===== src/verilog/irq_router_pkg.sv =====
// package for the receiver interrupt enable, source select and pin router
// assumes an 8-bit register port with byte addresses and one system clock
package irq_router_pkg;

  // register addresses on the register port
  localparam logic [7:0] event_enable_mask_addr = 8'h3f;
  localparam logic [7:0] output_pin_select_addr = 8'h40;
  localparam logic [7:0] irq_source_select_addr = 8'h41;
  localparam logic [7:0] flag_status_addr       = 8'h43;
  localparam logic [7:0] flag_clear_addr        = 8'h42;

  // reset values
  localparam logic [7:0] event_enable_mask_rst = 8'h00;
  localparam logic [7:0] output_pin_select_rst = 8'h00;
  localparam logic [7:0] irq_source_select_rst = 8'h00;

  // event bit positions, shared by enable, flag and clear registers
  localparam int sleep_timeout_bit   = 7;
  localparam int receive_timeout_bit = 6;
  localparam int signal_valid_bit    = 5;
  localparam int preamble_found_bit  = 4;
  localparam int syncword_found_bit  = 3;
  localparam int node_match_bit      = 2;
  localparam int check_pass_bit      = 1;
  localparam int packet_finished_bit = 0;

  // pin select field positions (low bit of each 2-bit field)
  localparam int pin_four_select_lsb  = 6;
  localparam int pin_three_select_lsb = 4;
  localparam int pin_two_select_lsb   = 2;
  localparam int pin_one_select_lsb   = 0;

  // source code field positions
  localparam int line_two_source_lsb = 4;
  localparam int line_one_source_lsb = 0;

  // data modes of the data handler
  typedef enum logic [1:0]
  {
    mode_direct = 2'h0,
    mode_buffer = 2'h1,
    mode_packet = 2'h3
  } data_mode_e;

  // raw event inputs from the receiver core
  typedef struct packed
  {
    logic sleep_timeout_event;
    logic receive_timeout_event;
    logic signal_valid_event;
    logic preamble_found_event;
    logic syncword_found_event;
    logic node_match_event;
    logic check_pass_event;
    logic packet_finished_event;
  } rx_events_s;

  // fifo and live status inputs, levels except the byte strobe
  typedef struct packed
  {
    logic queue_not_empty;
    logic queue_threshold_hit;
    logic queue_full;
    logic queue_byte_strobe;
    logic queue_overflow_event;
    logic signal_level_indicator;
  } queue_status_s;

endpackage : irq_router_pkg


===== src/verilog/rx_interrupt_gpo_router.sv =====
// enable, flag latching, interrupt source selection and output pin routing
// assumes a simple synchronous register port and events one clock wide
`timescale 1ns/1ps

module rx_interrupt_gpo_router
(
  input  wire logic                          clock,
  input  wire logic                          rst,
  input  wire logic                          reg_write,
  input  wire logic                          reg_read,
  input  wire logic [7:0]                    reg_addr,
  input  wire logic [7:0]                    reg_wdata,
  output logic      [7:0]                    reg_rdata,
  input  wire irq_router_pkg::data_mode_e    data_mode,
  input  wire irq_router_pkg::rx_events_s    events,
  input  wire irq_router_pkg::queue_status_s queue_status,
  input  wire logic                          demod_data,
  input  wire logic                          recovered_bit_clock,
  input  wire logic                          system_clock_output,
  input  wire logic                          reset_out_low,
  output logic                               irq_line_one,
  output logic                               irq_line_two,
  output logic                               output_pin_one,
  output logic                               output_pin_two,
  output logic                               output_pin_three,
  output logic                               output_pin_four
);

  // software registers
  logic [7:0] event_enable_mask_reg;   // per-event enable
  logic [7:0] output_pin_select_reg;   // pin routing fields
  logic [7:0] irq_source_select_reg;   // line source codes
  logic [7:0] flag_reg;                // latched event flags
  logic [7:0] flag_next;
  logic [7:0] rdata_next;

  // decoded strobes
  wire        wr_enable = reg_write &&
    reg_addr == irq_router_pkg::event_enable_mask_addr;
  wire        wr_pins   = reg_write &&
    reg_addr == irq_router_pkg::output_pin_select_addr;
  wire        wr_source = reg_write &&
    reg_addr == irq_router_pkg::irq_source_select_addr;
  wire        wr_clear  = reg_write &&
    reg_addr == irq_router_pkg::flag_clear_addr;
  wire [7:0]  event_vec = events;
  wire [7:0]  clear_vec = wr_clear ? reg_wdata : 8'h00;

  // gated events; a set beats a clear in the same cycle
  assign flag_next = (flag_reg & ~clear_vec)
                   | (event_vec & event_enable_mask_reg);

  // register writes
  always_ff @(posedge clock)
  begin
    if (rst)
    begin
      event_enable_mask_reg <= irq_router_pkg::event_enable_mask_rst;
      output_pin_select_reg <= irq_router_pkg::output_pin_select_rst;
      irq_source_select_reg <= irq_router_pkg::irq_source_select_rst;
    end
    else
    begin
      if (wr_enable)
        event_enable_mask_reg <= reg_wdata;
      if (wr_pins)
        output_pin_select_reg <= reg_wdata;
      if (wr_source)
        irq_source_select_reg <= reg_wdata;
    end
  end

  // flag latch: each bit held until a one is written to its clear
  always_ff @(posedge clock)
  begin
    if (rst)
      flag_reg <= 8'h00;
    else
      flag_reg <= flag_next;
  end

  // read mux, clear register reads zero, unmapped reads zero
  // the byte strobe has no place in the flag register
  always_comb
  begin
    case (reg_addr)
      irq_router_pkg::event_enable_mask_addr: rdata_next = event_enable_mask_reg;
      irq_router_pkg::output_pin_select_addr: rdata_next = output_pin_select_reg;
      irq_router_pkg::irq_source_select_addr: rdata_next = irq_source_select_reg;
      irq_router_pkg::flag_status_addr:       rdata_next = flag_reg;
      default:                                rdata_next = 8'h00;
    endcase
  end

  // read data registered on the read strobe
  always_ff @(posedge clock)
  begin
    if (rst)
      reg_rdata <= 8'h00;
    else if (reg_read)
      reg_rdata <= rdata_next;
  end

  // source selection shared by both lines
  function automatic logic pick_source
  (
    input logic [3:0]                    code,
    input irq_router_pkg::data_mode_e    mode,
    input logic [7:0]                    flg,
    input irq_router_pkg::queue_status_s q
  );
    logic r;
    r = 1'b0;
    case (code)
      4'h0: r = 1'b0;
      4'h1: r = flg[irq_router_pkg::signal_valid_bit];
      4'h2: r = flg[irq_router_pkg::preamble_found_bit];
      4'h3: r = flg[irq_router_pkg::syncword_found_bit];
      4'hf: r = 1'b0;
      default:
      begin
        case (mode)
          irq_router_pkg::mode_packet:
          begin
            case (code)
              4'h4: r = flg[irq_router_pkg::node_match_bit];
              4'h5: r = flg[irq_router_pkg::check_pass_bit];
              4'h6: r = flg[irq_router_pkg::packet_finished_bit];
              4'h7: r = flg[irq_router_pkg::sleep_timeout_bit];
              4'h8: r = flg[irq_router_pkg::receive_timeout_bit];
              4'h9: r = q.queue_not_empty;
              4'ha: r = q.queue_threshold_hit;
              4'hb: r = q.queue_full;
              4'hc: r = q.queue_byte_strobe;
              4'hd: r = q.queue_overflow_event;
              4'he: r = q.signal_level_indicator;
              default: r = 1'b0;
            endcase
          end
          irq_router_pkg::mode_buffer:
          begin
            case (code)
              4'h4: r = flg[irq_router_pkg::sleep_timeout_bit];
              4'h5: r = flg[irq_router_pkg::receive_timeout_bit];
              4'h6: r = q.queue_not_empty;
              4'h7: r = q.queue_threshold_hit;
              4'h8: r = q.queue_full;
              4'h9: r = q.queue_byte_strobe;
              4'ha: r = q.queue_overflow_event;
              4'hb: r = q.signal_level_indicator;
              default: r = 1'b0;
            endcase
          end
          default:
          begin
            case (code)
              4'h4: r = flg[irq_router_pkg::sleep_timeout_bit];
              4'h5: r = flg[irq_router_pkg::receive_timeout_bit];
              4'h6: r = q.signal_level_indicator;
              default: r = 1'b0;
            endcase
          end
        endcase
      end
    endcase
    return r;
  endfunction : pick_source

  // code fields
  wire [3:0] line_two_source_code =
    irq_source_select_reg[irq_router_pkg::line_two_source_lsb +: 4];
  wire [3:0] line_one_source_code =
    irq_source_select_reg[irq_router_pkg::line_one_source_lsb +: 4];
  wire [1:0] pin_four_select  =
    output_pin_select_reg[irq_router_pkg::pin_four_select_lsb +: 2];
  wire [1:0] pin_three_select =
    output_pin_select_reg[irq_router_pkg::pin_three_select_lsb +: 2];
  wire [1:0] pin_two_select   =
    output_pin_select_reg[irq_router_pkg::pin_two_select_lsb +: 2];
  wire [1:0] pin_one_select   =
    output_pin_select_reg[irq_router_pkg::pin_one_select_lsb +: 2];

  // interrupt lines, combinational from latched flags and live queue status
  assign irq_line_two = pick_source(line_two_source_code, data_mode,
                                    flag_reg, queue_status);
  assign irq_line_one = pick_source(line_one_source_code, data_mode,
                                    flag_reg, queue_status);

  // pin multiplexers
  assign output_pin_four  = pin_four_select == 2'h0 ? demod_data :
                            pin_four_select == 2'h1 ? irq_line_one :
                            pin_four_select == 2'h2 ? irq_line_two :
                                                      recovered_bit_clock;
  assign output_pin_three = pin_three_select == 2'h0 ? system_clock_output :
                            pin_three_select == 2'h1 ? irq_line_one :
                            pin_three_select == 2'h2 ? irq_line_two :
                                                       recovered_bit_clock;
  assign output_pin_two   = pin_two_select == 2'h0 ? irq_line_one :
                            pin_two_select == 2'h1 ? irq_line_two :
                            pin_two_select == 2'h2 ? recovered_bit_clock :
                                                     1'b0;
  assign output_pin_one   = pin_one_select == 2'h0 ? reset_out_low :
                            pin_one_select == 2'h1 ? irq_line_one :
                            pin_one_select == 2'h2 ? irq_line_two :
                                                     demod_data;

  // flag holds until cleared
  flag_hold_a: assert property (@(posedge clock) disable iff (rst)
    $past(flag_reg[7]) && !$past(clear_vec[7]) |-> flag_reg[7])
    else $error("sleep flag dropped without clear");

  // disabled event never sets
  disabled_set_a: assert property (@(posedge clock) disable iff (rst)
    !$past(flag_reg[0]) && !$past(event_enable_mask_reg[0]) |-> !flag_reg[0])
    else $error("disabled event set flag");

  // clear with no event drops flag
  clear_drop_a: assert property (@(posedge clock) disable iff (rst)
    clear_vec[5] && !event_vec[5] |=> !flag_reg[5])
    else $error("clear did not drop flag");

  // enabled event sets flag
  enabled_set_a: assert property (@(posedge clock) disable iff (rst)
    event_vec[5] && event_enable_mask_reg[5] |=> flag_reg[5])
    else $error("enabled event missed");

  // pin two constant zero
  pin_two_zero_a: assert property (@(posedge clock) disable iff (rst)
    pin_two_select == 2'h3 |-> !output_pin_two)
    else $error("pin two not zero");

  // code fifteen is quiet
  code_quiet_a: assert property (@(posedge clock) disable iff (rst)
    line_one_source_code == 4'hf |-> !irq_line_one)
    else $error("code fifteen active");

  // lines match on equal codes
  line_match_a: assert property (@(posedge clock) disable iff (rst)
    line_one_source_code == line_two_source_code |->
      irq_line_one == irq_line_two)
    else $error("line mapping differs");

  // enable register updates from write
  enable_write_a: assert property (@(posedge clock) disable iff (rst)
    wr_enable |=> event_enable_mask_reg == $past(reg_wdata))
    else $error("enable write lost");

endmodule : rx_interrupt_gpo_router


===== config.mk =====
export PLATFORM = sky130hd
export DESIGN_NAME = rx_interrupt_gpo_router
export DESIGN_NICKNAME = d
export VERILOG_FILES = /design/src/verilog/irq_router_pkg.sv /design/src/verilog/rx_interrupt_gpo_router.sv
export SDC_FILE = /design/constraint.sdc
export NUM_CORES = 1
export LEC_CHECK = 0
export BUFFER_PORTS_ARGS = -buffer_cell sky130_fd_sc_hd__buf_2
export CORE_ASPECT_RATIO = 0.5
export CORE_MARGIN = 5
export CORE_UTILIZATION = 54
export DETAILED_ROUTE_END_ITERATION = 10
export PLACE_DENSITY = 0.79
export REMOVE_ABC_BUFFERS = 1
export SETUP_SLACK_MARGIN = 0.02
export SLEW_MARGIN = 20
export SYNTH_ARGS = -nofsm -noshare
export SYNTH_HDL_FRONTEND = slang
export SYNTH_SLANG_ARGS = --single-unit

===== constraint.sdc =====
create_clock -name clock -period 2.6 [get_ports clock]
set_clock_uncertainty 0.15 [all_clocks]
set_input_delay 0 -clock clock [delete_from_list [all_inputs] [get_ports clock]]
set_output_delay 0 -clock clock [all_outputs]
set_load 0.005 [all_outputs]

# Word level (Yosys, flattened, before mapping)
# Cells that the tools add are included.
totals:
  reg_bits: 40
  latch_bits: 0
  ramBits: 0
  mem_bits_ro: 0
  inputBits: 40
  output_inout_bits: 14
  word_cells: 90
  memories: 0
classes:
  add_sub_neg: 0
  mul: 0
  div_mod_pow: 0
  order_cmp: 0
  n_eq_ne: 45
  shifts: 0
  n_mux: 24
  n_bitwise: 4
  n_reduce_logical: 12
op_table:
  columns: ["cell", "n"]
  rows:
  - ["4-bit == test (second input constant)", 16]
  - ["4-bit by 3-bit == test with 1-bit output (second input constant)", 8]
  - ["8-bit by 7-bit == test with 1-bit output (second input constant)", 4]
  - ["8-bit case mux with 4 select lines", 1]
  - ["1-bit case mux with 11 select lines", 2]
  - ["8-bit AND", 2]
  - ["4-bit by 2-bit == test with 1-bit output (second input constant)", 4]
  - ["1-bit case mux with 8 select lines", 2]
  - ["1-bit two-way mux", 12]
  - ["2-bit by 1-bit == test with 1-bit output (second input constant)", 5]
  - ["2-bit == test (second input constant)", 5]
  - ["4-bit by 1-bit == test with 1-bit output (second input constant)", 2]
  - ["8-bit by 6-bit == test with 1-bit output (second input constant)", 1]
  - ["2-bit logical NOT", 4]
  - ["4-bit logical NOT", 2]
  - ["8-bit two-way mux", 1]
  - ["8-bit NOT", 1]
  - ["8-bit bitwise OR", 1]
  - ["1-bit case mux with 4 select lines", 2]
  - ["1-bit case mux with 3 select lines", 2]
  - ["1-bit logical AND", 4]
  - ["1-bit case mux with 2 select lines", 2]
  - ["2-bit OR reduction", 2]

# Depth between registers and ports, before layout
# Gate-level depths: netlist of the first run.
logic_depth:
  depth_word: 7
  mapped_depth: 9
  depth_no_buf: 8

# Worst setup path after synthesis of the first run
# OpenSTA, ideal clock, no wires.
synth_timing:
  path_kind: "register -> output"
  start: "reg irq_source_select_reg[2]"
  end: "out output_pin_four"
  t_arrival_ns: 2.205
  required_ns: 2.450
  slack_ns: 0.245
  stages_incl_launch_ff: 10
  n_path_buf: 1
  cell_sequence: "dfxtp_1 inv_1 ha_1 buf_2 a22o_1 a21o_1 a221oi_1 o21ai_1 or2_1 mux4_2"
synth_between:
  elab_chain_cells: 6
  elab_cells_between_ends: 24
  classes_between: "eq/ne (15); mux (7); reduce/logical (2)"
synth_rtl:
  columns: ["item", "line", "source"]
  rows:
  - ["from (decl)", "rx_interrupt_gpo_router.sv:32", "logic [7:0] irq_source_select_reg;"]
  - ["from (signal assigned)", "rx_interrupt_gpo_router.sv:60", "irq_source_select_reg <= irq_router_pkg::irq_source_select_rst;"]
  - ["from (signal assigned)", "rx_interrupt_gpo_router.sv:69", "irq_source_select_reg <= reg_wdata;"]
  - ["4-bit == test (tied with other cells)", "rx_interrupt_gpo_router.sv:125", "case (code)"]
  - ["1-bit case mux with 11 select lines (tied with other cells)", "rx_interrupt_gpo_router.sv:125", null]
  - ["1-bit case mux with 2 select lines", "rx_interrupt_gpo_router.sv:122", "case (mode)"]
  - ["1-bit case mux with 4 select lines *", "rx_interrupt_gpo_router.sv:114", "case (code)"]
  - ["named net irq_line_one", "rx_interrupt_gpo_router.sv:21", "output logic irq_line_one,"]
  - ["1-bit two-way mux *", "rx_interrupt_gpo_router.sv:191", "pin_four_select == 2'h1 ? irq_line_one :"]
  - ["1-bit two-way mux *", "rx_interrupt_gpo_router.sv:190", "assign output_pin_four = pin_four_select == 2'h0 ? demod_data :"]
  - ["to (decl)", "rx_interrupt_gpo_router.sv:26", "output logic output_pin_four"]
# The timed path passes the listed nets; every way through them passes the cells marked *.

# Worst setup path in the final report of the first run
layout_timing:
  start: "reg irq_source_select_reg[4]"
  end: "out output_pin_three"
layout_between:
  elab_chain_cells: 7
  elab_cells_between_ends: 25
  classes_between: "eq/ne (15); mux (8); reduce/logical (2)"
layout_rtl:
  columns: ["item", "line", "source"]
  rows:
  - ["4-bit == test (tied with other cells)", "rx_interrupt_gpo_router.sv:125", null]
  - ["1-bit case mux with 11 select lines (tied with other cells)", "rx_interrupt_gpo_router.sv:125", null]
  - ["1-bit case mux with 2 select lines", "rx_interrupt_gpo_router.sv:122", null]
  - ["1-bit case mux with 4 select lines *", "rx_interrupt_gpo_router.sv:114", null]
  - ["1-bit two-way mux *", "rx_interrupt_gpo_router.sv:196", "pin_three_select == 2'h2 ? irq_line_two :"]
  - ["1-bit two-way mux *", "rx_interrupt_gpo_router.sv:195", "pin_three_select == 2'h1 ? irq_line_one :"]
  - ["1-bit two-way mux *", "rx_interrupt_gpo_router.sv:194", "assign output_pin_three = pin_three_select == 2'h0 ? system_clock_output :"]
  - ["to (decl)", "rx_interrupt_gpo_router.sv:25", "output logic output_pin_three,"]
# Every way passes the cells marked *; elsewhere a longest branch is shown, timed or not.

==> qor.csv, run 1 <==
stage,metric,value,unit
status,status,"finished, violations left",
status,failing checks,setup timing,
placement,Port-buffer cells,53,
clock_network,Worst-path clk slew,0.07,ns
logic_synthesis,largest family of logic cells by synthesized area,simple AND/OR/NAND/NOR gates,
critical_path,CP Depth,7,
critical_path,Worst Path Required,2.45,ns
clock_network,CTS H-tree lvls,2,
global_routing,grt ovf,0,
floorplanning,Initial Util,56.1,%
cells_and_area,FF+latch area,822,sq um
logic_synthesis,Synth Area in Compound Gates,23.0,%
logic_synthesis,Syn Inst Count,310,
logic_synthesis,Async SR Flop Fraction,0,%
logic_synthesis,adder-cell share of the synthesized area,2.03,%
sta,min cycle time layout,2.69,ns
critical_path,CP endpoint kind,output pin,
placement,hpwl dp,5.20,mm
placement,dpl ws,-0.000483,ns
global_routing,vias in the first global route,2767,
clock_network,CTS tree,built,
sta,Final Hold Violating Endpoints,0,
critical_path,CP Launch Type,flip-flop,
detailed_routing,Total Wirelength,8.59,mm
clock_network,Num CTS Buffers,5,
flow_run,max-cap violations,0,
clock_network,Longest Clk Path Bufs,2,
detailed_routing,Via density,6.29,
logic_synthesis,sequential fraction of the synthesis area,32.4,%
detailed_routing,wire per inst,18.7,um
detailed_routing,DRT iter0 DRCs,437,
global_routing,largest net degree at the start of global routing,41,
sta,Worst-Margin Slew,0.712,ns
floorplanning,Die Width,106,um
sta,Fmax,0.372,GHz
critical_path,critical path arrival,2.54,ns
clock_network,Sink Count,40,
logic_synthesis,post-synth design cell area,2470,sq um
critical_path,CP max stage delay,0.49,ns
cells_and_area,Layout Nets,446,
critical_path,Top delay family on crit path,compound AO/OA/AOI/OAI gates,
detailed_routing,Final ANT Viol Nets,0,
critical_path,Setup Crit Path Kind,flip-flop to output pin,
logic_synthesis,#FFs+latches synth,40,
cells_and_area,Layout Utilization,75.9,%
floorplanning,Placeable Area,4400,sq um
cells_and_area,multi-input logic area,1590,sq um
pwr,Lkg Pwr,1.30,nW
cells_and_area,"commonest non-fill, non-tap cell in the layout",buf_2,
cells_and_area,"commonest non-fill, non-tap cells in the layout","buf_2, nand2_1, a21oi_1",
sta,PnR worst setup slack,-0.0855,ns
critical_path,r2r endpoint,reg_rdata[4],
sta,final setup fails,3,
logic_synthesis,Synth top area share,32.4,%
cells_and_area,ANT cells,0,
floorplanning,Die ar.,6110,sq um
critical_path,reg2reg start,irq_source_select_reg[4],
floorplanning,Site Rows,17,
clock_network,clk root buf,clkbuf_8,
logic_synthesis,Synth warnings,0,
pwr,VDD IR max,0.000318,V
detailed_routing,Initial DRT Pass Iterations,5,
global_routing,initial antenna violation count,0,
logic_synthesis,mean area per synthesized cell,7.97,sq um
sta,post-route clock period utilization,103,%
logic_synthesis,post-synthesis mux area share,9.32,%
sta,Rel. slew slack,52.5,%
detailed_routing,DRC viols,0,
pwr,Power per Cell Area,348,nW/um^2
detailed_routing,vias after detailed routing,2894,
min_path,hold crit path type,primary input to flip-flop,
global_routing,GRT Util Overall,27.6,%
clock_network,"Clk Latency, worst-skew pair",0.30,ns
sta,max-slew violation count,0,
critical_path,R2R depth,5,
global_routing,global-route wire length before repair,13.6,mm
logic_synthesis,Post-synth EDFFs,0,
logic_synthesis,predominant post-synthesis flop cell,dfxtp_1,
critical_path,CP startpoint,irq_source_select_reg[4],
critical_path,critical path buffer and inverter count,1,
critical_path,crit-path max FO,9,
critical_path,crit path cell chain,mux2i_1 > nor3_1 > a311o_1 > o311ai_4 > o221ai_4 > mux4_2 > buf_2,
critical_path,R2R Setup Slk,0.90,ns
floorplanning,Die H,57.8,um
cells_and_area,number of fill cells,302,
logic_synthesis,Post-Synth XOR/XNOR Area,0,%
placement,gpl congestion,0.866,
sta,RSZ-0062 raised after global routing,true,
logic_synthesis,Synth area leader,dfxtp_1,
cells_and_area,Area growth syn-to-layout,35.3,%
critical_path,slowest CP cell,mux4_2,
logic_synthesis,Synth Area in Simple Gates,27.2,%
cells_and_area,layout cell share with drive strength beyond 1,26.6,%
logic_synthesis,Netlist cell types,53,
floorplanning,# IOs,54,
critical_path,Setup crit end,output_pin_three,
logic_synthesis,"top cells by area, synth","dfxtp_1, a21oi_1, nand2_1",
cell usage after synthesis, types with 4 or more instances:
master	count
ha_1	4
nand2_1	45
o21ai_1	9
nand2b_1	7
a222oi_1	8
nand3_1	14
o21ai_0	4
dfxtp_1	40
buf_2	7
nor2_1	35
a22oi_1	4
nor2b_1	10
a21oi_1	36
mux2i_1	14
inv_1	14
clkbuf_1	6
area by class of cell:
| type | instances | area share (%) |
|---|---|---|
| Multi-Input combinational cell | 239 | 47.6 |
| Tap cell | 57 | 2.13 |
| Sequential cell | 40 | 24.6 |
| Inverter | 14 | 1.65 |
| Clock buffer | 8 | 2.69 |
| Timing Repair Buffer | 102 | 21.3 |
per-stage QoR:
stage	power (mW)	TNS, ns	instances	hold slack [ns]	cell area (sq um)
after floorplan	0.648	0	293	-0.0809	2380
after global placement	0.710	0	414	0.0983	2800
after detailed placement	0.712	-0.000483	414	0.114	2800
after CTS	1.15	-0.170	457	0.0105	3290
after global routing	1.20	-0.568	460	0.0435	3340
final	1.16	-0.229	460	0.00998	3340
worst min-delay path by stage:
stage	from	to	slack, ns	depth (start not counted)
after floorplan	rst	event_enable_mask_reg[0]	-0.08	1
after global placement	events[7]	flag_reg[7]	0.1	3
after detailed placement	events[0]	flag_reg[0]	0.11	3
after CTS	reg_addr[0]	output_pin_select_reg[2]	0.01	4
after global routing	reg_addr[0]	output_pin_select_reg[0]	0.04	4
final	reg_addr[0]	output_pin_select_reg[2]	0.01	4
per-layer routing:
| layer | up-vias | part of all wire (%) | track usage, % |
|---|---|---|---|
| met2 | 207 | 46 | 46.6 |
| li1 | 1305 | - | - |
| met1 | 1340 | 40 | 35.8 |
| met3 | 42 | 11 | 5.78 |
| met4 | 0 | 3.9 | 9.41 |
| met5 | - | 0 | 0 |
report_power, final:
| part | leakage [nW] | internal (mW) | switching, mW |
|---|---|---|---|
| Combinational | 0.932 | 0.0506 | 0.0617 |
| Clock | 0.0455 | 0.217 | 0.226 |
| Sequential | 0.327 | 0.607 | 0.000864 |
worst min-delay path: stages:
cell and delay [ns]:
buf_2 0.15, nor4b_2 0.09, mux2i_1 0.12, nor2_1 0.07
cell families after synthesis:
group / after synthesis
flops: 40
compound gates: 85
simple gates: 131
buf+inv: 31
mux: 19
fa+ha+maj: 4
what timing repair did:
| action | 4_1_cts | 5_1_grt |
|---|---|---|
| pin swaps | 6 | 3 |
| endpoints found under the setup margin | 3 | 4 |
| hold buffers | 32 | 0 |
| endpoints found under the hold margin | 37 | 0 |
| gates resized for setup | 19 | 7 |
| buffers inserted | 3 | 3 |
Power figures use the tool's default switching activity.
==> run 2: changes to the inputs <==
Settings changed: PLACE_DENSITY 0.79 to 0.77.
==> qor.csv, run 2 (synthesis gave the netlist of run 1 again) <==
stage,metric,value,unit,change
placement,dpl ws,0.0152,ns,+0.0157 ns
floorplanning,# IOs,54,,unchanged
global_routing,largest net degree at the start of global routing,41,,unchanged
critical_path,Worst Path Required,2.45,ns,about the same
floorplanning,Die Width,106,um,unchanged
sta,sum of negative setup slack,-0.270,ns,-0.0418 ns
global_routing,grt ovf,0,,unchanged
sta,Final Hold Violating Endpoints,0,,unchanged
pwr,VDD IR max,0.000334,V,+5.3%
floorplanning,Initial Util,56.1,%,unchanged
floorplanning,Site Rows,17,,unchanged
sta,max-slew violation count,0,,unchanged
status,status,"finished, violations left",,
detailed_routing,DRT iter0 DRCs,449,,+2.7%
flow_run,max-cap violations,0,,unchanged
placement,Port-buffer cells,53,,unchanged
detailed_routing,Final ANT Viol Nets,0,,unchanged
sta,RSZ-0062 raised after global routing,true,,
placement,Post-DP Area,2820,sq um,+0.81%
placement,hpwl dp,5.18,mm,-0.45%
clock_network,Worst-path clk slew,0.08,ns,about the same
cells_and_area,ANT cells,0,,unchanged
clock_network,clk root buf,clkbuf_8,,
detailed_routing,Initial DRT Pass Iterations,8,,+3
critical_path,CP Launch Type,flip-flop,,
detailed_routing,DRC viols,0,,unchanged
clock_network,Sink Count,40,,unchanged
cells_and_area,"commonest non-fill, non-tap cells in the layout","buf_2, nand2_1, a21oi_1",,
placement,gpl congestion,0.866,,about the same
global_routing,global-route wire length before repair,14.1,mm,+3.6%
detailed_routing,Via density,6.42,,+2.1%
clock_network,CTS H-tree lvls,2,,unchanged
detailed_routing,wire per inst,19.0,um,+1.5%
cells_and_area,Area growth syn-to-layout,36.1,%,
clock_network,"Clk Latency, worst-skew pair",0.30,ns,about the same
clock_network,CTS tree,built,,
floorplanning,Die H,57.8,um,unchanged
min_path,hold crit path type,primary input to flip-flop,,
sta,Fmax,0.371,GHz,-0.43%
detailed_routing,Total Wirelength,8.74,mm,+1.7%
pwr,Power per Cell Area,351,nW/um^2,+0.79%
pwr,Tot Pwr,1.18,mW,+1.4%
floorplanning,Placeable Area,4400,sq um,unchanged
critical_path,Setup Crit Path Kind,flip-flop to output pin,,
critical_path,crit-path max FO,8,,-1
cells_and_area,fin area,3360,sq um,+0.60%
floorplanning,Die ar.,6110,sq um,unchanged
pwr,Lkg Pwr,1.32,nW,+1.1%
global_routing,GRT Util Overall,28.8,%,+1.1 points
status,failing checks,setup timing,,
sta,final setup fails,3,,unchanged
global_routing,initial antenna violation count,0,,unchanged
clock_network,Longest Clk Path Bufs,2,,unchanged
global_routing,vias in the first global route,2902,,+4.9%
sta,post-route clock period utilization,104,%,+0.44 points
sta,PnR worst setup slack,-0.0970,ns,-0.0115 ns
critical_path,critical path arrival,2.55,ns,about the same
cells_and_area,layout cell share with drive strength beyond 1,27.7,%,+1.2 points
cells_and_area,"commonest non-fill, non-tap cell in the layout",buf_2,,
detailed_routing,vias after detailed routing,2961,,+2.3%
critical_path,CP endpoint kind,output pin,,
sta,Rel. slew slack,51.0,%,-1.5 points
sta,Worst-Margin Slew,0.735,ns,+0.0223 ns
cells_and_area,Layout Nets,448,,+0.45%
clock_network,Num CTS Buffers,5,,unchanged
sta,min cycle time layout,2.70,ns,+0.0115 ns
-- run 2: final cells by class --
class,count,area [sq um]
Timing Repair Buffer,104,731
Inverter,14,55.1
Clock buffer,7,96.3
Sequential cell,40,817
Multi-Input combinational cell,239,1590
Fill cell,283,1040
Tap cell,57,71.3
-- run 2: stage by stage --
| stage | hold WS, ns | util [%] | std cells |
|---|---|---|---|
| 2_1_floorplan | -0.0809 | - | 293 |
| 3_3_place_gp | 0.0972 | 64.0 | 417 |
| 3_5_place_dp | 0.107 | 64.0 | 417 |
| 4_1_cts | 0.00163 | 75.9 | 462 |
| 5_1_grt | 0.0685 | 76.4 | 461 |
| 6_report | 0.0205 | 76.4 | 461 |
-- run 2: what timing repair did --
item                                   4_1_cts  5_1_grt
setup endpoints to repair                    3        4
resized for setup                           19        7
setup buffers                                5        1
endpoints found under the hold margin       37        0
pin swaps                                    7        5
hold buffers                                33        0
-- run 2: final timing paths --
| check | slack, ns | start | cells after the start | endpoint |
|---|---|---|---|---|
| worst min-delay path | 0.02 | reg_addr[0] | 4 | output_pin_select_reg[2] |
| worst max register to register | 0.95 | irq_source_select_reg[4] | 5 | reg_rdata[4] |
| worst min register to register | 0.34 | event_enable_mask_reg[2] | 2 | event_enable_mask_reg[2] |
| worst max-delay path | -0.1 | irq_source_select_reg[2] | 9 | output_pin_three |
-- run 2: critical path, cell delays in order, from the launching register on --
cell and delay, ns:
dfxtp_4 0.38, inv_4 0.04, ha_4 0.18, a22o_1 0.22, a21o_1 0.16, a221oi_2 0.28
o21ai_2 0.10, or2_4 0.27, mux4_2 0.46, buf_2 0.14
-- run 2: power breakdown --
part	leakage (nW)	internal [mW]	total, mW	switching (mW)
Clock	0.0503	0.237	0.457	0.220
Combinational	0.942	0.0506	0.113	0.0619
Sequential	0.327	0.609	0.610	0.000905
-- run 2: per-layer routing --
metal | share of wire, % | vias to the layer above | GRT usage, %
met2 | 44 | 244 | 46.1
met1 | 40 | 1347 | 36.1
met5 | 0 | - | 0
li1 | - | 1304 | -
met4 | 4.8 | 0 | 15.5
met3 | 12 | 66 | 7.45
